`src/verilog/ext_bus_pkg.sv`:
```
// constants for the external memory bus interface
package ext_bus_pkg;
    localparam int          OSC_PER_CYCLE    = 6;
    localparam logic [2:0]  PH_ALE_HI        = 3'h0;
    localparam logic [2:0]  PH_ALE_LO        = 3'h1;
    localparam logic [2:0]  PH_STROBE        = 3'h2;
    localparam logic [2:0]  PH_LAST          = 3'h5;
    localparam logic [15:0] INT_CODE_TOP     = 16'h1FFF;
    localparam int          ALE_OFF_BIT      = 4;
    localparam logic [7:0]  POWER_CONTROL_REG_RESET       = 8'h00;
    localparam logic [7:0]  PORT_RESET       = 8'hFF;
endpackage : ext_bus_pkg

```
`src/verilog/ext_mem_bus.sv`:
```
// external memory bus interface: address latch, strobes, muxed port
`timescale 1ns/10ps
`default_nettype none
module ext_mem_bus
    import ext_bus_pkg::*;
(
    input  wire logic        mclk,
    input  wire logic        rst,
    input  wire logic        external_access_select,
    input  wire logic        pstore_pin_in,
    input  wire logic [7:0]  mux_addr_data_lines_in,
    input  wire logic [15:0] fetch_addr,
    input  wire logic        data_req,
    input  wire logic        data_we,
    input  wire logic        data_wide,
    input  wire logic [7:0]  pointer_page_byte,
    input  wire logic [7:0]  pointer_high_byte,
    input  wire logic [7:0]  pointer_low_byte,
    input  wire logic [7:0]  data_wr,
    input  wire logic [7:0]  power_control_reg,
    input  wire logic [7:0]  low_port_latch,
    input  wire logic [7:0]  high_port_latch,
    output logic             fetch_external,
    output logic             download_mode,
    output logic             data_busy,
    output logic             data_done,
    output logic [7:0]       data_rd,
    output logic             fetch_done,
    output logic [7:0]       fetch_data,
    output logic             addr_latch_strobe,
    output logic             program_store_strobe_out,
    output logic             program_store_strobe_oe,
    output logic             read_strobe_n,
    output logic             write_strobe_n,
    output logic [7:0]       low_addr_data_port_out,
    output logic [7:0]       low_addr_data_port_oe,
    output logic [7:0]       high_addr_port_out,
    output logic [7:0]       high_addr_port_oe
);
    typedef enum logic [1:0] {
        ST_BOOT  = 2'b00,
        ST_FETCH = 2'b01,
        ST_DATA  = 2'b10
    } cyc_e;

    cyc_e        state;
    cyc_e        next_state;
    logic [2:0]  phase;
    logic        boot_done;
    logic        ea_ff1;
    logic        ea_ff2;
    logic        ps_ff1;
    logic        ps_ff2;
    logic [7:0]  ad_ff1;
    logic [7:0]  ad_ff2;
    logic        we_q;
    logic [7:0]  wr_q;
    logic [15:0] daddr_q;
    logic [7:0]  dpage_q;
    logic        wide_q;

    // pins are asynchronous to mclk: two stages before use
    always_ff @(posedge mclk) begin
        ea_ff1 <= external_access_select;
        ea_ff2 <= ea_ff1;
        ps_ff1 <= pstore_pin_in;
        ps_ff2 <= ps_ff1;
        ad_ff1 <= mux_addr_data_lines_in;
        ad_ff2 <= ad_ff1;
    end

    wire fetch_is_internal = !fetch_external && (fetch_addr <= INT_CODE_TOP);
    wire ale_enable        = !power_control_reg[ALE_OFF_BIT];
    wire last_phase        = (phase == PH_LAST);
    wire accept_data       = (state == ST_FETCH) && last_phase && data_req;
    wire [7:0] hi_fetch    = fetch_addr[15:8];
    wire [7:0] hi_data     = wide_q ? dpage_q : daddr_q[15:8];
    wire in_cycle          = (state != ST_BOOT) && !(state == ST_FETCH && fetch_is_internal);
    // port values are registered one phase ahead, so the address stands in phases 0 and 1
    wire addr_phase        = last_phase || (phase == PH_ALE_HI);
    wire drive_bus         = in_cycle || (next_state == ST_DATA);
    wire [7:0] hi_accept   = data_wide ? pointer_page_byte : pointer_high_byte;
    wire [7:0] hi_next     = (next_state == ST_DATA)
                             ? (accept_data ? hi_accept : hi_data) : hi_fetch;
    wire [7:0] lo_next     = (next_state == ST_DATA)
                             ? (accept_data ? pointer_low_byte : daddr_q[7:0]) : fetch_addr[7:0];

    always_comb begin
        next_state = state;
        case (state)
            ST_BOOT:  next_state = boot_done ? ST_FETCH : ST_BOOT;
            ST_FETCH: next_state = accept_data ? ST_DATA : ST_FETCH;
            ST_DATA:  next_state = last_phase ? ST_FETCH : ST_DATA;
            default:  next_state = ST_BOOT;
        endcase
    end

    // mode pins caught one cycle after reset release, then frozen
    always_ff @(posedge mclk) begin
        if (rst) begin
            boot_done      <= 1'b0;
            fetch_external <= 1'b0;
            download_mode  <= 1'b0;
        end else if (!boot_done) begin
            boot_done      <= 1'b1;
            fetch_external <= !ea_ff2;
            download_mode  <= !ps_ff2;
        end
    end

    always_ff @(posedge mclk) begin
        if (rst) begin
            state <= ST_BOOT;
            phase <= PH_ALE_HI;
        end else begin
            state <= next_state;
            phase <= (state == ST_BOOT || last_phase) ? PH_ALE_HI : phase + 3'h1;
        end
    end

    // data request captured at the cycle boundary
    always_ff @(posedge mclk) begin
        if (rst) begin
            we_q    <= 1'b0;
            wr_q    <= 8'h00;
            daddr_q <= 16'h0000;
            dpage_q <= 8'h00;
            wide_q  <= 1'b0;
        end else if (accept_data) begin
            we_q    <= data_we;
            wr_q    <= data_wr;
            daddr_q <= {pointer_high_byte, pointer_low_byte};
            dpage_q <= pointer_page_byte;
            wide_q  <= data_wide;
        end
    end

    // strobes and ports: all outputs registered
    always_ff @(posedge mclk) begin
        if (rst) begin
            addr_latch_strobe        <= 1'b0;
            program_store_strobe_out <= 1'b1;
            program_store_strobe_oe  <= 1'b0;
            read_strobe_n            <= 1'b1;
            write_strobe_n           <= 1'b1;
            low_addr_data_port_out   <= PORT_RESET;
            low_addr_data_port_oe    <= 8'h00;
            high_addr_port_out       <= PORT_RESET;
            high_addr_port_oe        <= 8'h00;
            data_busy                <= 1'b0;
            data_done                <= 1'b0;
            data_rd                  <= 8'h00;
            fetch_done               <= 1'b0;
            fetch_data               <= 8'h00;
        end else begin
            program_store_strobe_oe <= (state != ST_BOOT);
            data_busy  <= (next_state == ST_DATA);
            data_done  <= (state == ST_DATA) && last_phase;
            fetch_done <= (state == ST_FETCH) && last_phase && !fetch_is_internal;
            if (state == ST_FETCH && last_phase && !fetch_is_internal) begin
                fetch_data <= ad_ff2;
            end
            if (state == ST_DATA && last_phase && !we_q) begin
                data_rd <= ad_ff2;
            end
            // latch strobe high in phase 0 of every external fetch but the first after boot, also after a data cycle
            addr_latch_strobe <= ale_enable && last_phase && (next_state == ST_FETCH)
                                 && !fetch_is_internal;
            program_store_strobe_out <= !(state == ST_FETCH && in_cycle
                                        && phase >= PH_STROBE && phase < PH_LAST);
            read_strobe_n  <= !(state == ST_DATA && !we_q && phase >= PH_STROBE
                              && phase < PH_LAST);
            write_strobe_n <= !(state == ST_DATA && we_q && phase >= PH_STROBE
                              && phase < PH_LAST);
            if (drive_bus) begin
                high_addr_port_out <= hi_next;
                high_addr_port_oe  <= 8'hFF;
                low_addr_data_port_out <= addr_phase ? lo_next : wr_q;
                // strong drive of ones and zeros in address phases and for write data while acting as bus, released for fetch and read data
                low_addr_data_port_oe <= (addr_phase || (state == ST_DATA && we_q))
                                         ? 8'hFF : 8'h00;
            end else begin
                high_addr_port_out     <= high_port_latch;
                high_addr_port_oe      <= ~high_port_latch;
                low_addr_data_port_out <= 8'h00;
                low_addr_data_port_oe  <= ~low_port_latch;
            end
        end
    end

    // note: the latch strobe is registered from phase 5 so it is high in phase 0
    a_strobes_exclusive: assert property (@(posedge mclk) disable iff (rst)
        !(!read_strobe_n && !write_strobe_n))
        else $error("read and write strobes both active");
    a_read_no_pstore: assert property (@(posedge mclk) disable iff (rst)
        !read_strobe_n |-> program_store_strobe_out)
        else $error("program strobe during data read");
    a_internal_pstore: assert property (@(posedge mclk) disable iff (rst)
        (boot_done && !fetch_external && state == ST_FETCH && fetch_is_internal
         && phase == PH_ALE_LO) |=> program_store_strobe_out [*3])
        else $error("program strobe active during internal fetch");
    a_ale_off: assert property (@(posedge mclk) disable iff (rst)
        power_control_reg[ALE_OFF_BIT] |=> !addr_latch_strobe)
        else $error("latch strobe while disabled");
    a_ale_before: assert property (@(posedge mclk) disable iff (rst)
        $fell(program_store_strobe_out) |-> $past(!addr_latch_strobe))
        else $error("program strobe before latch strobe fell");
    a_wr_data_out: assert property (@(posedge mclk) disable iff (rst)
        !write_strobe_n |-> low_addr_data_port_oe == 8'hFF)
        else $error("write strobe without data drive");
    a_rd_release: assert property (@(posedge mclk) disable iff (rst)
        !read_strobe_n |-> low_addr_data_port_oe == 8'h00)
        else $error("low port driven during read");
    a_mode_frozen: assert property (@(posedge mclk) disable iff (rst)
        boot_done |=> $stable(fetch_external) && $stable(download_mode))
        else $error("boot mode changed after capture");
    a_pstore_period: assert property (@(posedge mclk) disable iff (rst)
        $fell(program_store_strobe_out) && state == ST_FETCH && !accept_data
        && !fetch_is_internal |-> ##6 (program_store_strobe_out == 1'b0 || state != ST_FETCH))
        else $error("program strobe period not six");

    a_ale_one_phase: assert property (@(posedge mclk) disable iff (rst)
        addr_latch_strobe |=> !addr_latch_strobe)
        else $error("latch strobe longer than one phase");

    a_ale_phase0: assert property (@(posedge mclk) disable iff (rst)
        addr_latch_strobe |-> phase == PH_ALE_HI)
        else $error("latch strobe outside phase 0");

    a_ale_no_data: assert property (@(posedge mclk) disable iff (rst)
        addr_latch_strobe |-> state == ST_FETCH)
        else $error("latch strobe in data cycle");

    a_ale_addr_drive: assert property (@(posedge mclk) disable iff (rst)
        addr_latch_strobe |-> low_addr_data_port_oe == 8'hFF)
        else $error("low port not driven under latch strobe");

    a_ale_low_addr: assert property (@(posedge mclk) disable iff (rst)
        addr_latch_strobe |-> low_addr_data_port_out == $past(fetch_addr[7:0]))
        else $error("wrong low address under latch strobe");

    a_ale_high_addr: assert property (@(posedge mclk) disable iff (rst)
        addr_latch_strobe |-> high_addr_port_out == $past(fetch_addr[15:8]))
        else $error("wrong high address under latch strobe");

    a_pstore_len: assert property (@(posedge mclk) disable iff (rst)
        $fell(program_store_strobe_out) |=> !program_store_strobe_out [*2])
        else $error("program strobe too short");

    a_pstore_rise: assert property (@(posedge mclk) disable iff (rst)
        $fell(program_store_strobe_out) |-> ##3 program_store_strobe_out)
        else $error("program strobe too long");

    a_pstore_fetch: assert property (@(posedge mclk) disable iff (rst)
        !program_store_strobe_out |-> state == ST_FETCH)
        else $error("program strobe outside fetch cycle");

    a_pstore_alone: assert property (@(posedge mclk) disable iff (rst)
        !program_store_strobe_out |-> read_strobe_n && write_strobe_n)
        else $error("program strobe with data strobe");

    a_rd_len: assert property (@(posedge mclk) disable iff (rst)
        $fell(read_strobe_n) |=> !read_strobe_n [*2])
        else $error("read strobe too short");

    a_wr_len: assert property (@(posedge mclk) disable iff (rst)
        $fell(write_strobe_n) |=> !write_strobe_n [*2])
        else $error("write strobe too short");

    a_rd_in_data: assert property (@(posedge mclk) disable iff (rst)
        !read_strobe_n |-> state == ST_DATA)
        else $error("read strobe outside data cycle");

    a_wr_in_data: assert property (@(posedge mclk) disable iff (rst)
        !write_strobe_n |-> state == ST_DATA)
        else $error("write strobe outside data cycle");

    a_wr_value: assert property (@(posedge mclk) disable iff (rst)
        !write_strobe_n |-> low_addr_data_port_out == wr_q)
        else $error("write strobe without write byte");

    a_strobe_phase: assert property (@(posedge mclk) disable iff (rst)
        ($fell(read_strobe_n) || $fell(write_strobe_n) || $fell(program_store_strobe_out))
        |-> phase == PH_STROBE + 3'h1)
        else $error("strobe fell in wrong phase");

    a_ale_gap: assert property (@(posedge mclk) disable iff (rst)
        addr_latch_strobe |=> ##1 (program_store_strobe_out && read_strobe_n && write_strobe_n))
        else $error("strobe too close to latch strobe");

    a_data_hi_wide: assert property (@(posedge mclk) disable iff (rst)
        (!read_strobe_n || !write_strobe_n) && wide_q |-> high_addr_port_out == dpage_q)
        else $error("page byte missing on high port");

    a_data_hi_narrow: assert property (@(posedge mclk) disable iff (rst)
        (!read_strobe_n || !write_strobe_n) && !wide_q |-> high_addr_port_out == daddr_q[15:8])
        else $error("high byte missing on high port");

    a_done_pulse: assert property (@(posedge mclk) disable iff (rst)
        data_done |=> !data_done)
        else $error("data done longer than one cycle");

    a_fetch_pulse: assert property (@(posedge mclk) disable iff (rst)
        fetch_done |=> !fetch_done)
        else $error("fetch done longer than one cycle");

    a_busy_data: assert property (@(posedge mclk) disable iff (rst)
        data_busy |-> state == ST_DATA)
        else $error("busy outside data cycle");

    a_boot_quiet: assert property (@(posedge mclk) disable iff (rst)
        state == ST_BOOT |-> program_store_strobe_out && read_strobe_n && write_strobe_n
        && !addr_latch_strobe)
        else $error("strobe active before mode capture");

    a_phase_range: assert property (@(posedge mclk) disable iff (rst)
        phase <= PH_LAST)
        else $error("phase beyond cycle end");

    a_hi_drive: assert property (@(posedge mclk) disable iff (rst)
        !program_store_strobe_out |-> high_addr_port_oe == 8'hFF)
        else $error("high port not driven during fetch");

    a_fetch_release: assert property (@(posedge mclk) disable iff (rst)
        !program_store_strobe_out |-> low_addr_data_port_oe == 8'h00)
        else $error("low port driven while memory drives");

    a_pstore_oe: assert property (@(posedge mclk) disable iff (rst)
        state != ST_BOOT |=> program_store_strobe_oe)
        else $error("program strobe pin not driven after boot");
endmodule : ext_mem_bus
`default_nettype wire

```
`config.mk`:
```
export PLATFORM = sky130hd
export DESIGN_NAME = ext_mem_bus
export DESIGN_NICKNAME = d
export VERILOG_FILES = /design/src/verilog/ext_bus_pkg.sv /design/src/verilog/ext_mem_bus.sv
export SDC_FILE = /design/constraint.sdc
export NUM_CORES = 1
export LEC_CHECK = 0
export BUFFER_PORTS_ARGS = -buffer_cell sky130_fd_sc_hd__buf_2
export CAP_MARGIN = 20
export CORE_ASPECT_RATIO = 1.75
export CORE_MARGIN = 2
export CORE_UTILIZATION = 53
export CTS_BUF_LIST = sky130_fd_sc_hd__clkbuf_16
export DETAILED_ROUTE_END_ITERATION = 6
export HOLD_SLACK_MARGIN = 0.08
export PLACE_DENSITY = 0.83
export SLEW_MARGIN = 10
export SYNTH_ARGS = -nofsm -noshare
export SYNTH_HDL_FRONTEND = slang
export SYNTH_SLANG_ARGS = --single-unit
```
`constraint.sdc`:
```
create_clock -name mclk -period 4 [get_ports mclk]
set_input_delay 1 -clock mclk [delete_from_list [all_inputs] [get_ports mclk]]
set_output_delay 1 -clock mclk [all_outputs]
set_load 0.05 [all_outputs]
```
**Word level (Yosys, flattened, before mapping)**

Cells that the tools add are included.

- Flip-flop bits (word level): 118
- Output and inout bits: 58
- Logic and storage cells: 96
- Bits of input ports: 87

- Reduce and logical (&&, ||, !) cells: 38
- $lt $le $gt $ge: 3
- Multiplexer cells: 17
- Equal/unequal tests: 5
- Bitwise operators: 2
- Add/subtract/negate cells: 1

Operators by type and width:

| cell | number |
|---|---|
| $mux W8 | 12 |
| $logic_and A1 B1 Y1 | 20 |
| $le A16 B13 Y1 const B | 1 |
| $not A8 Y8 | 2 |
| $logic_not A1 Y1 | 10 |
| $pmux W2 S3 | 1 |
| $eq A2 B1 Y1 const B | 2 |
| $eq A2 B2 Y1 const B | 2 |
| $logic_or A1 B1 Y1 | 4 |
| $mux W2 | 2 |
| $add A3 B1 Y3 const B | 1 |
| $eq A3 B3 Y1 const B | 1 |
| $ge A3 B2 Y1 const B | 1 |
| $logic_not A3 Y1 | 1 |
| $lt A3 B3 Y1 const B | 1 |
| $logic_not A2 Y1 | 1 |
| $mux W1 | 2 |
| $reduce_bool A2 Y1 | 1 |
| $reduce_or A2 Y1 | 1 |

**Depth between registers and ports, before layout**

Gate-level depths: netlist of the first run.

- Word-level depth: 9
- Depth in mapped cells: 8
- Depth with buffers taken out: 6

**Worst setup path before layout of the first run**

No wires, ideal clock.

- Path kind: input-to-reg
- Start point: input fetch_addr[15]
- End point: register low_addr_data_port_out[7]
- Library setup time: 0.122 ns
- Data arrival time: 2.236 ns
- Buffers on the path: 1
- Stages: 5
- Slack: 1.642 ns
- Cell sequence: o41a_1 -> a211oi_2 -> buf_6 -> nor2_4 -> a221o_1

- Word-level cells in the longest chain between the ends: 7

Ends and longest elaborated chain:

| item | RTL line | text |
|---|---|---|
| from (decl) | ext_mem_bus.sv:12 | `input wire logic [15:0] fetch_addr,` |
| $le A16 B13 Y1 | ext_mem_bus.sv:72 | `wire fetch_is_internal = !fetch_external && (fetch_addr <= INT_CODE_TOP);` |
| $logic_and A1 B1 Y1 | ext_mem_bus.sv:72 |  |
| $logic_and A1 B1 Y1 | ext_mem_bus.sv:78 | `wire in_cycle = (state != ST_BOOT) && !(state == ST_FETCH && fetch_is_internal);` |
| $logic_not A1 Y1 | ext_mem_bus.sv:78 |  |
| $logic_and A1 B1 Y1 | ext_mem_bus.sv:78 |  |
| $logic_or A1 B1 Y1 | ext_mem_bus.sv:81 | `wire drive_bus = in_cycle \|\| (next_state == ST_DATA);` |
| $mux W8 | ext_mem_bus.sv:175 | `if (drive_bus) begin` |
| to (signal assigned) | ext_mem_bus.sv:178 | `low_addr_data_port_out <= addr_phase ? lo_next : wr_q;` |
| to (decl) | ext_mem_bus.sv:35 | `output logic [7:0] low_addr_data_port_out,` |

Every way passes these cells.
A chain may end at the register's enable or synchronous reset.

**Final worst setup path of the first run**

- Start point: register phase[1]
- End point: register low_addr_data_port_out[5]

- Word-level cells in the longest chain between the ends: 9
- Elaborated cells between the ends (all ways): 14

Ends and longest elaborated chain:

| item | RTL line | text |
|---|---|---|
| from (decl) | ext_mem_bus.sv:48 | `logic [2:0] phase;` |
| from (signal assigned) | ext_mem_bus.sv:117 | `phase <= (state == ST_BOOT \|\| last_phase) ? PH_ALE_HI : phase + 3'h1;` |
| $eq A3 B3 Y1 | ext_mem_bus.sv:74 | `wire last_phase = (phase == PH_LAST);` |
| $logic_and A1 B1 Y1 (2 in series) | ext_mem_bus.sv:75 | `wire accept_data = (state == ST_FETCH) && last_phase && data_req;` |
| $mux W2 | ext_mem_bus.sv:92 | `ST_FETCH: next_state = accept_data ? ST_DATA : ST_FETCH;` |
| $pmux W2 S3 | ext_mem_bus.sv:90 | `case (state)` |
| $eq A2 B2 Y1 | ext_mem_bus.sv:81, ext_mem_bus.sv:85 |  |
| $mux W8 | ext_mem_bus.sv:86 | `? (accept_data ? pointer_low_byte : daddr_q[7:0]) : fetch_addr[7:0];` |
| $mux W8 | ext_mem_bus.sv:178 |  |
| $mux W8 (*) | ext_mem_bus.sv:175 |  |

Mark *: on every way between the ends. The rest lies on a longest branch, timed or not.

==> results of run 1 <==
==> how the worst min path moves through the flow <==
stage                endpoint      start  slack [ns]  depth (start not counted)
global route        ad_ff2[2]  ad_ff1[2]        0.32                          0
global placement       ps_ff2     ps_ff1        0.31                          0
finish              ad_ff2[2]  ad_ff1[2]        0.32                          0
CTS                 ad_ff2[2]  ad_ff1[2]        0.32                          0
floorplan           ad_ff2[0]  ad_ff1[0]        0.31                          0
detailed placement     ea_ff2     ea_ff1        0.31                          0
==> worst max-delay path: stages, from the launching register on <==
cell and delay (ns):
dfxtp_1 0.34, inv_1 0.09, ha_1 0.27, and2_1 0.48
o22ai_1 0.32, buf_4 0.27, o221a_2 0.25, a221o_1 0.34
==> Yosys cell counts, types with 2 or more instances <==
master    instances  area share [%]
nor2_1           35             3.0
nor4_1            3            0.43
a21oi_1          51             5.9
and3_1            4            0.58
nand2_1          72             6.2
buf_1             2            0.17
dfxtp_1         118              54
nor2b_1           3            0.43
a221o_1           7             1.6
buf_2            10             1.2
nor3_1            4            0.46
o221ai_1          3            0.61
or3_1             8             1.2
a221oi_1          8             1.6
nand2b_1          5            0.72
o21ai_0          10             1.2
mux2_2           14             3.6
mux2i_1          24             5.5
inv_1             4            0.35
nand3_1           3            0.35
o221a_2          15             3.9
o22ai_1           2            0.29
ha_1              4             1.2
clkbuf_1         16             1.4
==> logic make-up after synthesis <==
kind of cell | after synthesis
and+or+nand+nor | 143
DFF | 118
AOI/OAI and AO/OA | 106
muxes | 38
buffers and inverters | 33
adders and majority gates | 4
==> report_power, final <==
part | internal [µW] | leakage, µW | switching, µW
sequential | 1220 | 0.000970 | 14.8
combinational | 91.1 | 0.00124 | 178
clock | 820 | 0.000283 | 478
==> layout by cell type, fill, tap and decap left out, drive strengths merged, types with 8 or more instances in the layout <==
master and instances:
inv 12, buf 145, dfxtp 118, mux2 14, a21oi 52, o21ai 11, mux2i 24, nand2 72
a221oi 8, or3 8, clkbuf 17, nor2 37, o221a 15
==> per-layer routing <==
layer,vias to the layer above,global-route usage [%],wire length (µm)
met4,0,12.8,242
met1,1714,23.4,3870
met2,145,41.3,5540
met5,-,0,0
li1,1841,-,-
met3,19,7.52,691
==> registers in the layout (all words and copies together) (netlist names), 2 cells and up <==
register,flops
high_addr_port_out,8
daddr_q,16
phase,3
dpage_q,8
high_addr_port_oe,8
fetch_data,8
wr_q,8
state,2
ad_ff1,8
low_addr_data_port_out,8
low_addr_data_port_oe,8
ad_ff2,8
data_rd,8
==> final cells by class <==
class | instances | area [µm²] | share of cell area, %
Sequential cell | 118 | 2360 | 42.3
Multi-Input combinational cell | 291 | 1830 | 32.9
Timing Repair Buffer | 145 | 746 | 13.4
Clock buffer | 17 | 425 | 7.63
Tap cell | 90 | 113 | 2.02
Clock inverter | 14 | 83.8 | 1.50
Inverter | 4 | 15.0 | 0.269
==> through the flow <==
| stage | std cells | power [µW] | setup slack (ns) | util (%) | area, µm² |
|---|---|---|---|---|---|
| after detailed placement | 647 | 1520 | 1.23 | 63.6 | 5060 |
| after CTS | 678 | 2810 | 1.47 | 70.0 | 5570 |
| after global placement | 647 | 1520 | 1.28 | 63.6 | 5060 |
| after floorplan | 442 | 1430 | 1.64 | - | 4340 |
| after global routing | 679 | 2890 | 1.37 | 70.1 | 5580 |
| final | 679 | 2800 | 1.53 | 70.1 | 5580 |
==> flow_summary.json, run 1 <==
{
  "min_period_ns": 2.47,
  "antenna_found_initial": 0,
  "synth_top_family_by_area": "compound AO/OA/AOI/OAI gates",
  "grt_overflow": 0,
  "cts_buffer_depth": 2,
  "whs_ns": 0.320,
  "post_cts_buffers": 0,
  "seq_area_frac_synth_pct": 54.5,
  "worst_skew_pair.late_latency_ns": 0.41,
  "ys_types": 41,
  "initial_core_util_pct": 54.5,
  "cap_violations": 0,
  "grt_pass1_vias": 3614,
  "viasPerCell": 5.48,
  "hp-class": "reg -> reg",
  "slew_headroom_pct": 49.3,
  "die_w_um": 72.4,
  "reg2reg_to": "low_addr_data_port_out[5]",
  "reg2reg_slack_ns": 1.53,
  "detail_route.drc_violations": 0,
  "wl_per_cell_um": 15.2,
  "num_vias": 3719,
  "num_antenna_cells": 0,
  "n_fill_cell": 622,
  "cp-end-kind": "flop",
  "num_rows": 43,
  "synthSimpleGateAreaFrac_pct": 14.7,
  "status": "complete, no violations",
  "die_h_um": 124,
  "ios": 145,
  "drt_iter0_drc": 173,
  "clock_skew_ns": 0.0121,
  "power.leakage_uw": 0.00249,
  "async_reset_ff_share_pct": 0,
  "cts_made_buffers": 17,
  "syn_inst": 442,
  "post_cts_resized": 0,
  "ctsRootBufferMaster": "clkbuf_16",
  "avgSynthCellArea_um2": 9.81,
  "critPathKind": "reg -> reg",
  "start_kind": "flop",
  "syn_nets": 533,
  "setup.worst_path.start": "phase[1]",
  "synthFlopType": "dfxtp_1",
  "p_per_area_nw_per_um2": 502,
  "synth_edf_count": 0,
  "cts_hold_buf": 0,
  "synth-xor-area-share_pct": 0,
  "clk_pin_slew_ns": 0.05,
  "die_area_um2": 8950,
  "numClockSinks": 118,
  "rsz0062_at_grt": "false",
  "crit_fanout": 11,
  "wirelength_mm": 10.4,
  "cts_tree": "yes",
  "post_route_cells_drive_above_1_share_pct": 35.0,
  "critPathArrivalTime_ns": 2.76,
  "synthMuxAreaShare_pct": 9.17,
  "synth_area_um2": 4340,
  "ir_worst_vdd_uv": 327,
  "finalCritPeriodShare_pct": 61.7,
  "finalHoldViolations": 0,
  "dp_hpwl_mm": 7.35,
  "synthAdderAreaFrac_pct": 1.15,
  "fp.coreArea_um2": 7960,
  "clock.fmax_mhz": 405,
  "r2r_cells": 7,
  "syn_to_final_growth_pct": 28.6,
  "finalWeightedCongestion": 0.795,
  "grt_use_total_pct": 23.2,
  "worst_pin_slew_ns": 0.759,
  "setup-tns-final_ns": 0,
  "ant_nets": 0,
  "reg2reg_from": "phase[1]",
  "crit_end": "low_addr_data_port_out[5]",
  "grt_pass1_wl_mm": 15.9,
  "port_buffers": 137,
  "cts_max_level": 4,
  "nNetsFinal": 668,
  "yosysWarningCount": 0,
  "drt_pass1_iterations": 5,
  "drv_slew": 0,
  "synth_compound_area_share_pct": 17.2,
  "ys_ff_latch": 118,
  "grt_start_max_net_pins": 33,
  "finalSetupViolCount": 0,
  "required_ns": 4.29
}
(Power assumes the default switching activity.)
==> inputs of run 2 (changes only) <==
ABC_AREA = 1   (was not set)
CORE_UTILIZATION = 45   (was 53)
PLACE_DENSITY = 0.75   (was 0.83)
clock period = 2 ns   (was 4 ns; I/O delays follow)
==> flow_summary.json, run 2 <==
{
  "ant_nets": 0,
  "num_antenna_cells": 0,
  "ctsRootBufferMaster": "clkbuf_16",
  "finalCritPeriodShare_pct": 91.2,
  "yosysWarningCount": 0,
  "synth_common_cells": "141 x nand2_1, 118 x dfxtp_1, 94 x nor2_1, 66 x inv_1, 58 x o21ai_0",
  "wl_met1_mm": 4.18,
  "start_kind": "flop",
  "rsz0062_at_grt": "false",
  "slew_headroom_pct": 61.9,
  "port_buffers": 137,
  "grt_use_total_pct": 20.7,
  "cts_tree": "yes",
  "wirelength_mm": 11.2,
  "syn_nets": 692,
  "largest_reg_flops": 16,
  "p_per_area_nw_per_um2": 965,
  "seq_area_frac_synth_pct": 52.2,
  "final_common_cell": "nand2_1",
  "cts_buffer_depth": 2,
  "min_period_ns": 1.82,
  "avgSynthCellArea_um2": 7.53,
  "fp.coreArea_um2": 9850,
  "status": "complete, no violations",
  "crit_slowest_cell": "dfxtp_1",
  "synth.largest_area_cell": "dfxtp_1",
  "wl_met3_um": 807,
  "critical-path-max-stage-delay_ns": 0.38,
  "numClockSinks": 118,
  "critPathKind": "reg -> reg",
  "critPathArrivalTime_ns": 2.12,
  "r2r_cells": 10,
  "die_h_um": 137,
  "seq_area_um2": 2360,
  "num_rows": 48,
  "ir_worst_vdd_uv": 788,
  "wl_met2_mm": 5.89,
  "drt_pass1_iterations": 5,
  "cp_num_cells": 10,
  "cp-end-kind": "flop",
  "crit_top_cell": "nand2_4",
  "worst_skew_pair.late_latency_ns": 0.40,
  "finalSetupViolCount": 0,
  "crit_buf_inv": 2,
  "cts_made_buffers": 17,
  "top_register": "daddr_q",
  "post_route_cells_drive_above_1_share_pct": 25.1,
  "cp_top_family": "simple AND/OR/NAND/NOR gates",
  "grt_pass1_vias": 3972,
  "synth_edf_count": 0,
  "n_fill_cell": 952,
  "cts_max_level": 4,
  "crit_chain": "inv_1 -> ha_1 -> nand2_4 -> nor2_4 -> nand2_4 -> nand2_4 -> nor2_4 -> nand2_1 -> nand2_1 -> inv_1",
  "die_area_um2": 10900,
  "num_vias": 4172,
  "clock.fmax_mhz": 548,
  "cap_violations": 0,
  "grt_pass1_wl_mm": 17.5,
  "finalHoldViolations": 0,
  "synth_top_area_share_pct": 52.2,
  "hp-class": "in -> reg",
  "worst_pin_slew_ns": 0.570,
  "final_cell_mix": "140 x nand2_1, 137 x buf_2, 118 x dfxtp_1",
  "setup-tns-final_ns": 0,
  "ios": 145,
  "hold-path-cell-count": 1,
  "nNetsFinal": 833,
  "grt_overflow": 0,
  "drv_slew": 0,
  "ys_types": 25,
  "drt_iter0_drc": 343,
  "dp_hpwl_mm": 7.74,
  "clock_skew_ns": 0.00824,
  "top_layer": "met4",
  "power.leakage_uw": 0.00302,
  "syn_inst": 601,
  "clk_pin_slew_ns": 0.05,
  "async_reset_ff_share_pct": 0,
  "ys_ff_latch": 118,
  "finalWeightedCongestion": 0.875,
  "crit_fanout": 16,
  "antenna_found_initial": 0,
  "final_util_pct": 59.1,
  "synth_area_um2": 4530,
  "synthTopCellsByArea": "dfxtp_1 52%, nand2_1 12%, nor2_1 7.8%, o21ai_0 6.4%, inv_1 5.5%",
  "finalPower_uw": 5620,
  "required_ns": 2.29,
  "multi_input_area_um2": 1770,
  "viasPerCell": 4.75,
  "die_w_um": 79.8,
  "wl_per_cell_um": 12.7,
  "detail_route.drc_violations": 0,
  "synthFlopType": "dfxtp_1",
  "initial_core_util_pct": 46.0,
  "yosysMostFrequentCell": "nand2_1",
  "syn_to_final_growth_pct": 28.6,
  "grt_start_max_net_pins": 44,
  "post_cts_buffers": 0
}
==> run 2: cell count changes after synthesis, moves of 14 or more <==
| cell | delta |
|---|---|
| nand2_1 | +69 |
| nor2_1 | +59 |
| o221a_2 | -15 |
| nand3_1 | +33 |
| inv_1 | +62 |
| mux2_2 | -14 |
| o21ai_0 | +48 |
| a21oi_1 | -22 |
| mux2i_1 | -24 |
==> run 2: metal layers <==
layer / global-route usage (%) / vias to the layer above
li1: - / 2138
met1: 21.7 / 1854
met2: 36.0 / 158
met3: 7.32 / 22
met4: 10.6 / 0
met5: 0 / -
==> run 2: kinds of logic after synthesis <==
| family | after synthesis | share of synthesized area [%] |
|---|---|---|
| xor gates and xnor gates | 1 | 0.193 |
| buffers and inverters | 97 | 9.09 |
| and+or+nand+nor | 293 | 27.7 |
| AOI/OAI and AO/OA | 88 | 9.78 |
| adders and majority gates | 4 | 1.11 |
| DFF | 118 | 52.2 |
==> run 2: path summary, 6_finish.rpt <==
| kind | start | endpoint | slack (ns) |
|---|---|---|---|
| min reg2reg | ad_ff1[3] | ad_ff2[3] | 0.32 |
| min | mux_addr_data_lines_in[1] | ad_ff1[1] | 0.19 |
| max reg2reg | phase[1] | high_addr_port_oe[2] | 0.18 |
| max | phase[1] | high_addr_port_oe[2] | 0.18 |
==> run 2: metrics by stage <==
stage | hold WS, ns | cell area, µm² | instances | setup slack [ns]
final | 0.194 | 5820 | 878 | 0.176
after global routing | 0.179 | 5820 | 878 | 0.00338
after CTS | 0.178 | 5800 | 877 | 0.0594
after detailed placement | 0.314 | 5300 | 847 | 0.0794
after global placement | 0.310 | 5300 | 847 | 0.104
after floorplan | 0.310 | 4530 | 601 | 0.392
==> run 2: where the power goes <==
| group | switching, µW | internal [µW] |
|---|---|---|
| sequential | 23.9 | 2440 |
| clock | 953 | 1640 |
| combinational | 403 | 163 |
| total | 1380 | 4240 |
==> run 2: final cells by class <==
type,instances,area share [%]
sequential,118,40.6
multi-input combinational,387,30.4
timing repair buffer,147,13.1
clock buffer,17,7.31
inverter,71,4.58
tap,125,2.69
clock inverter,13,1.35
==> run 2: timing repair <==
action | in CTS | in global routing
hold buffers | 0 | 0
endpoints found under the setup margin | 0 | 19
endpoints found under the hold margin | 0 | 0
gates resized for setup | 0 | 2
==> inputs of run 3 (changes only) <==
SETUP_SLACK_MARGIN = 0.4   (was not set)
==> flow_summary.json, run 3 (synthesis gave the netlist of run 2 again) <==
{
  "die_h_um": 137,
  "cts_tree": "yes",
  "worst_skew_pair.late_latency_ns": 0.41,
  "top_register": "daddr_q",
  "grt_pass1_wl_mm": 17.6,
  "finalPower_uw": 5970,
  "r2r_cells": 12,
  "num_rows": 48,
  "critPathKind": "reg -> reg",
  "final_cell_mix": "137 x buf_2, 136 x nand2_1, 115 x dfxtp_1",
  "nNetsFinal": 851,
  "power.leakage_uw": 0.00317,
  "min_period_ns": 1.63,
  "p_per_area_nw_per_um2": 959,
  "antenna_found_initial": 0,
  "final_common_cell": "buf_2",
  "num_vias": 4335,
  "critPathArrivalTime_ns": 1.93,
  "grt_pass1_vias": 3986,
  "clk_pin_slew_ns": 0.05,
  "port_buffers": 137,
  "status": "complete, no violations",
  "reg2reg_from": "phase[1]",
  "fp.coreArea_um2": 9850,
  "hp-class": "in -> reg",
  "num_antenna_cells": 0,
  "cts_max_level": 4,
  "clock.fmax_mhz": 614,
  "clock_skew_ns": 0.00643,
  "finalSetupViolCount": 0,
  "setup-tns-final_ns": 0,
  "ant_nets": 0,
  "drv_slew": 0,
  "drt_pass1_iterations": 4,
  "required_ns": 2.30,
  "initial_core_util_pct": 46.0,
  "finalCritPeriodShare_pct": 81.4,
  "setup.worst_path.start": "phase[1]",
  "viasPerCell": 4.83,
  "post_route_cells_drive_above_1_share_pct": 29.2,
  "grt_overflow": 0,
  "slew_headroom_pct": 58.8,
  "numClockSinks": 118,
  "dp_hpwl_mm": 7.74,
  "detail_route.drc_violations": 0,
  "crit_fanout": 7,
  "ctsRootBufferMaster": "clkbuf_16",
  "cts_hold_buf": 0,
  "grt_start_max_net_pins": 38,
  "hold-path-cell-count": 1,
  "start_kind": "flop",
  "ios": 145,
  "drt_iter0_drc": 271,
  "rsz0062_at_grt": "true",
  "finalWeightedCongestion": 0.867,
  "cts_buffer_depth": 2,
  "cap_violations": 0,
  "die_w_um": 79.8,
  "min_from": "mux_addr_data_lines_in[7]",
  "grt_use_total_pct": 21.0,
  "largest_reg_flops": 16,
  "wl_per_cell_um": 13.2,
  "whs_ns": 0.194,
  "ir_worst_vdd_uv": 736,
  "die_area_um2": 10900,
  "worst_pin_slew_ns": 0.616,
  "cp-end-kind": "flop",
  "cts_made_buffers": 17,
  "syn_to_final_growth_pct": 37.5,
  "finalHoldViolations": 0,
  "wirelength_mm": 11.9
}
==> run 3: metal layers <==
layer,global-route usage (%),routed length (µm)
met5,0,0
met4,10.3,322
met3,6.99,784
met2,36.8,6290
met1,22.2,4480
==> run 3: per-stage QoR <==
stage | setup WS, ns | area [µm²] | std cells | utilization, %
after global placement | 0.107 | 5310 | 847 | 54.0
final | 0.371 | 6230 | 898 | 63.2
after CTS | 0.414 | 5980 | 884 | 60.8
after global routing | 0.287 | 6230 | 898 | 63.2
after floorplan | 0.473 | 4530 | 601 | -
after detailed placement | 0.0972 | 5310 | 847 | 54.0
==> run 3: what timing repair did <==
| item | 4_1_cts | 5_1_grt |
|---|---|---|
| cloned | 1 | 4 |
| endpoints found under the hold margin | 0 | 0 |
| resized for setup | 13 | 21 |
| setup buffers | 4 | 10 |
| pin swaps | 4 | 8 |
| setup endpoints to repair | 51 | 49 |
==> run 3: area by class of cell <==
| class | count | area (µm²) |
|---|---|---|
| tap | 125 | 156 |
| timing repair buffer | 164 | 1010 |
| sequential | 118 | 2370 |
| multi-input combinational | 388 | 1850 |
| inverter | 71 | 269 |
| fill | 858 | 3620 |
| clock inverter | 15 | 148 |
| clock buffer | 17 | 425 |
==> run 3: final timing paths <==
path	slack [ns]	to
worst max-delay path	0.37	high_addr_port_out[4]
worst min-delay path	0.19	ad_ff1[7]
worst max register to register	0.37	high_addr_port_out[4]
worst min register to register	0.32	ps_ff2
==> run 3: worst max-delay path, stage by stage (launching register included) <==
cell     delay (ns)
dfxtp_4        0.36
inv_4          0.07
ha_4           0.16
nand2_8        0.07
nor2_4         0.20
nand2_8        0.12
nand2_8        0.13
nor2_4         0.06
buf_12         0.14
nand2_1        0.05
nand2_1        0.05
inv_2          0.06
nand2_1        0.05
==> run 3: where the power goes <==
part	leakage [µW]	switching, µW	internal [µW]
sequential	0.000971	26.1	2440
clock	0.000292	993	1910
combinational	0.00191	416	186
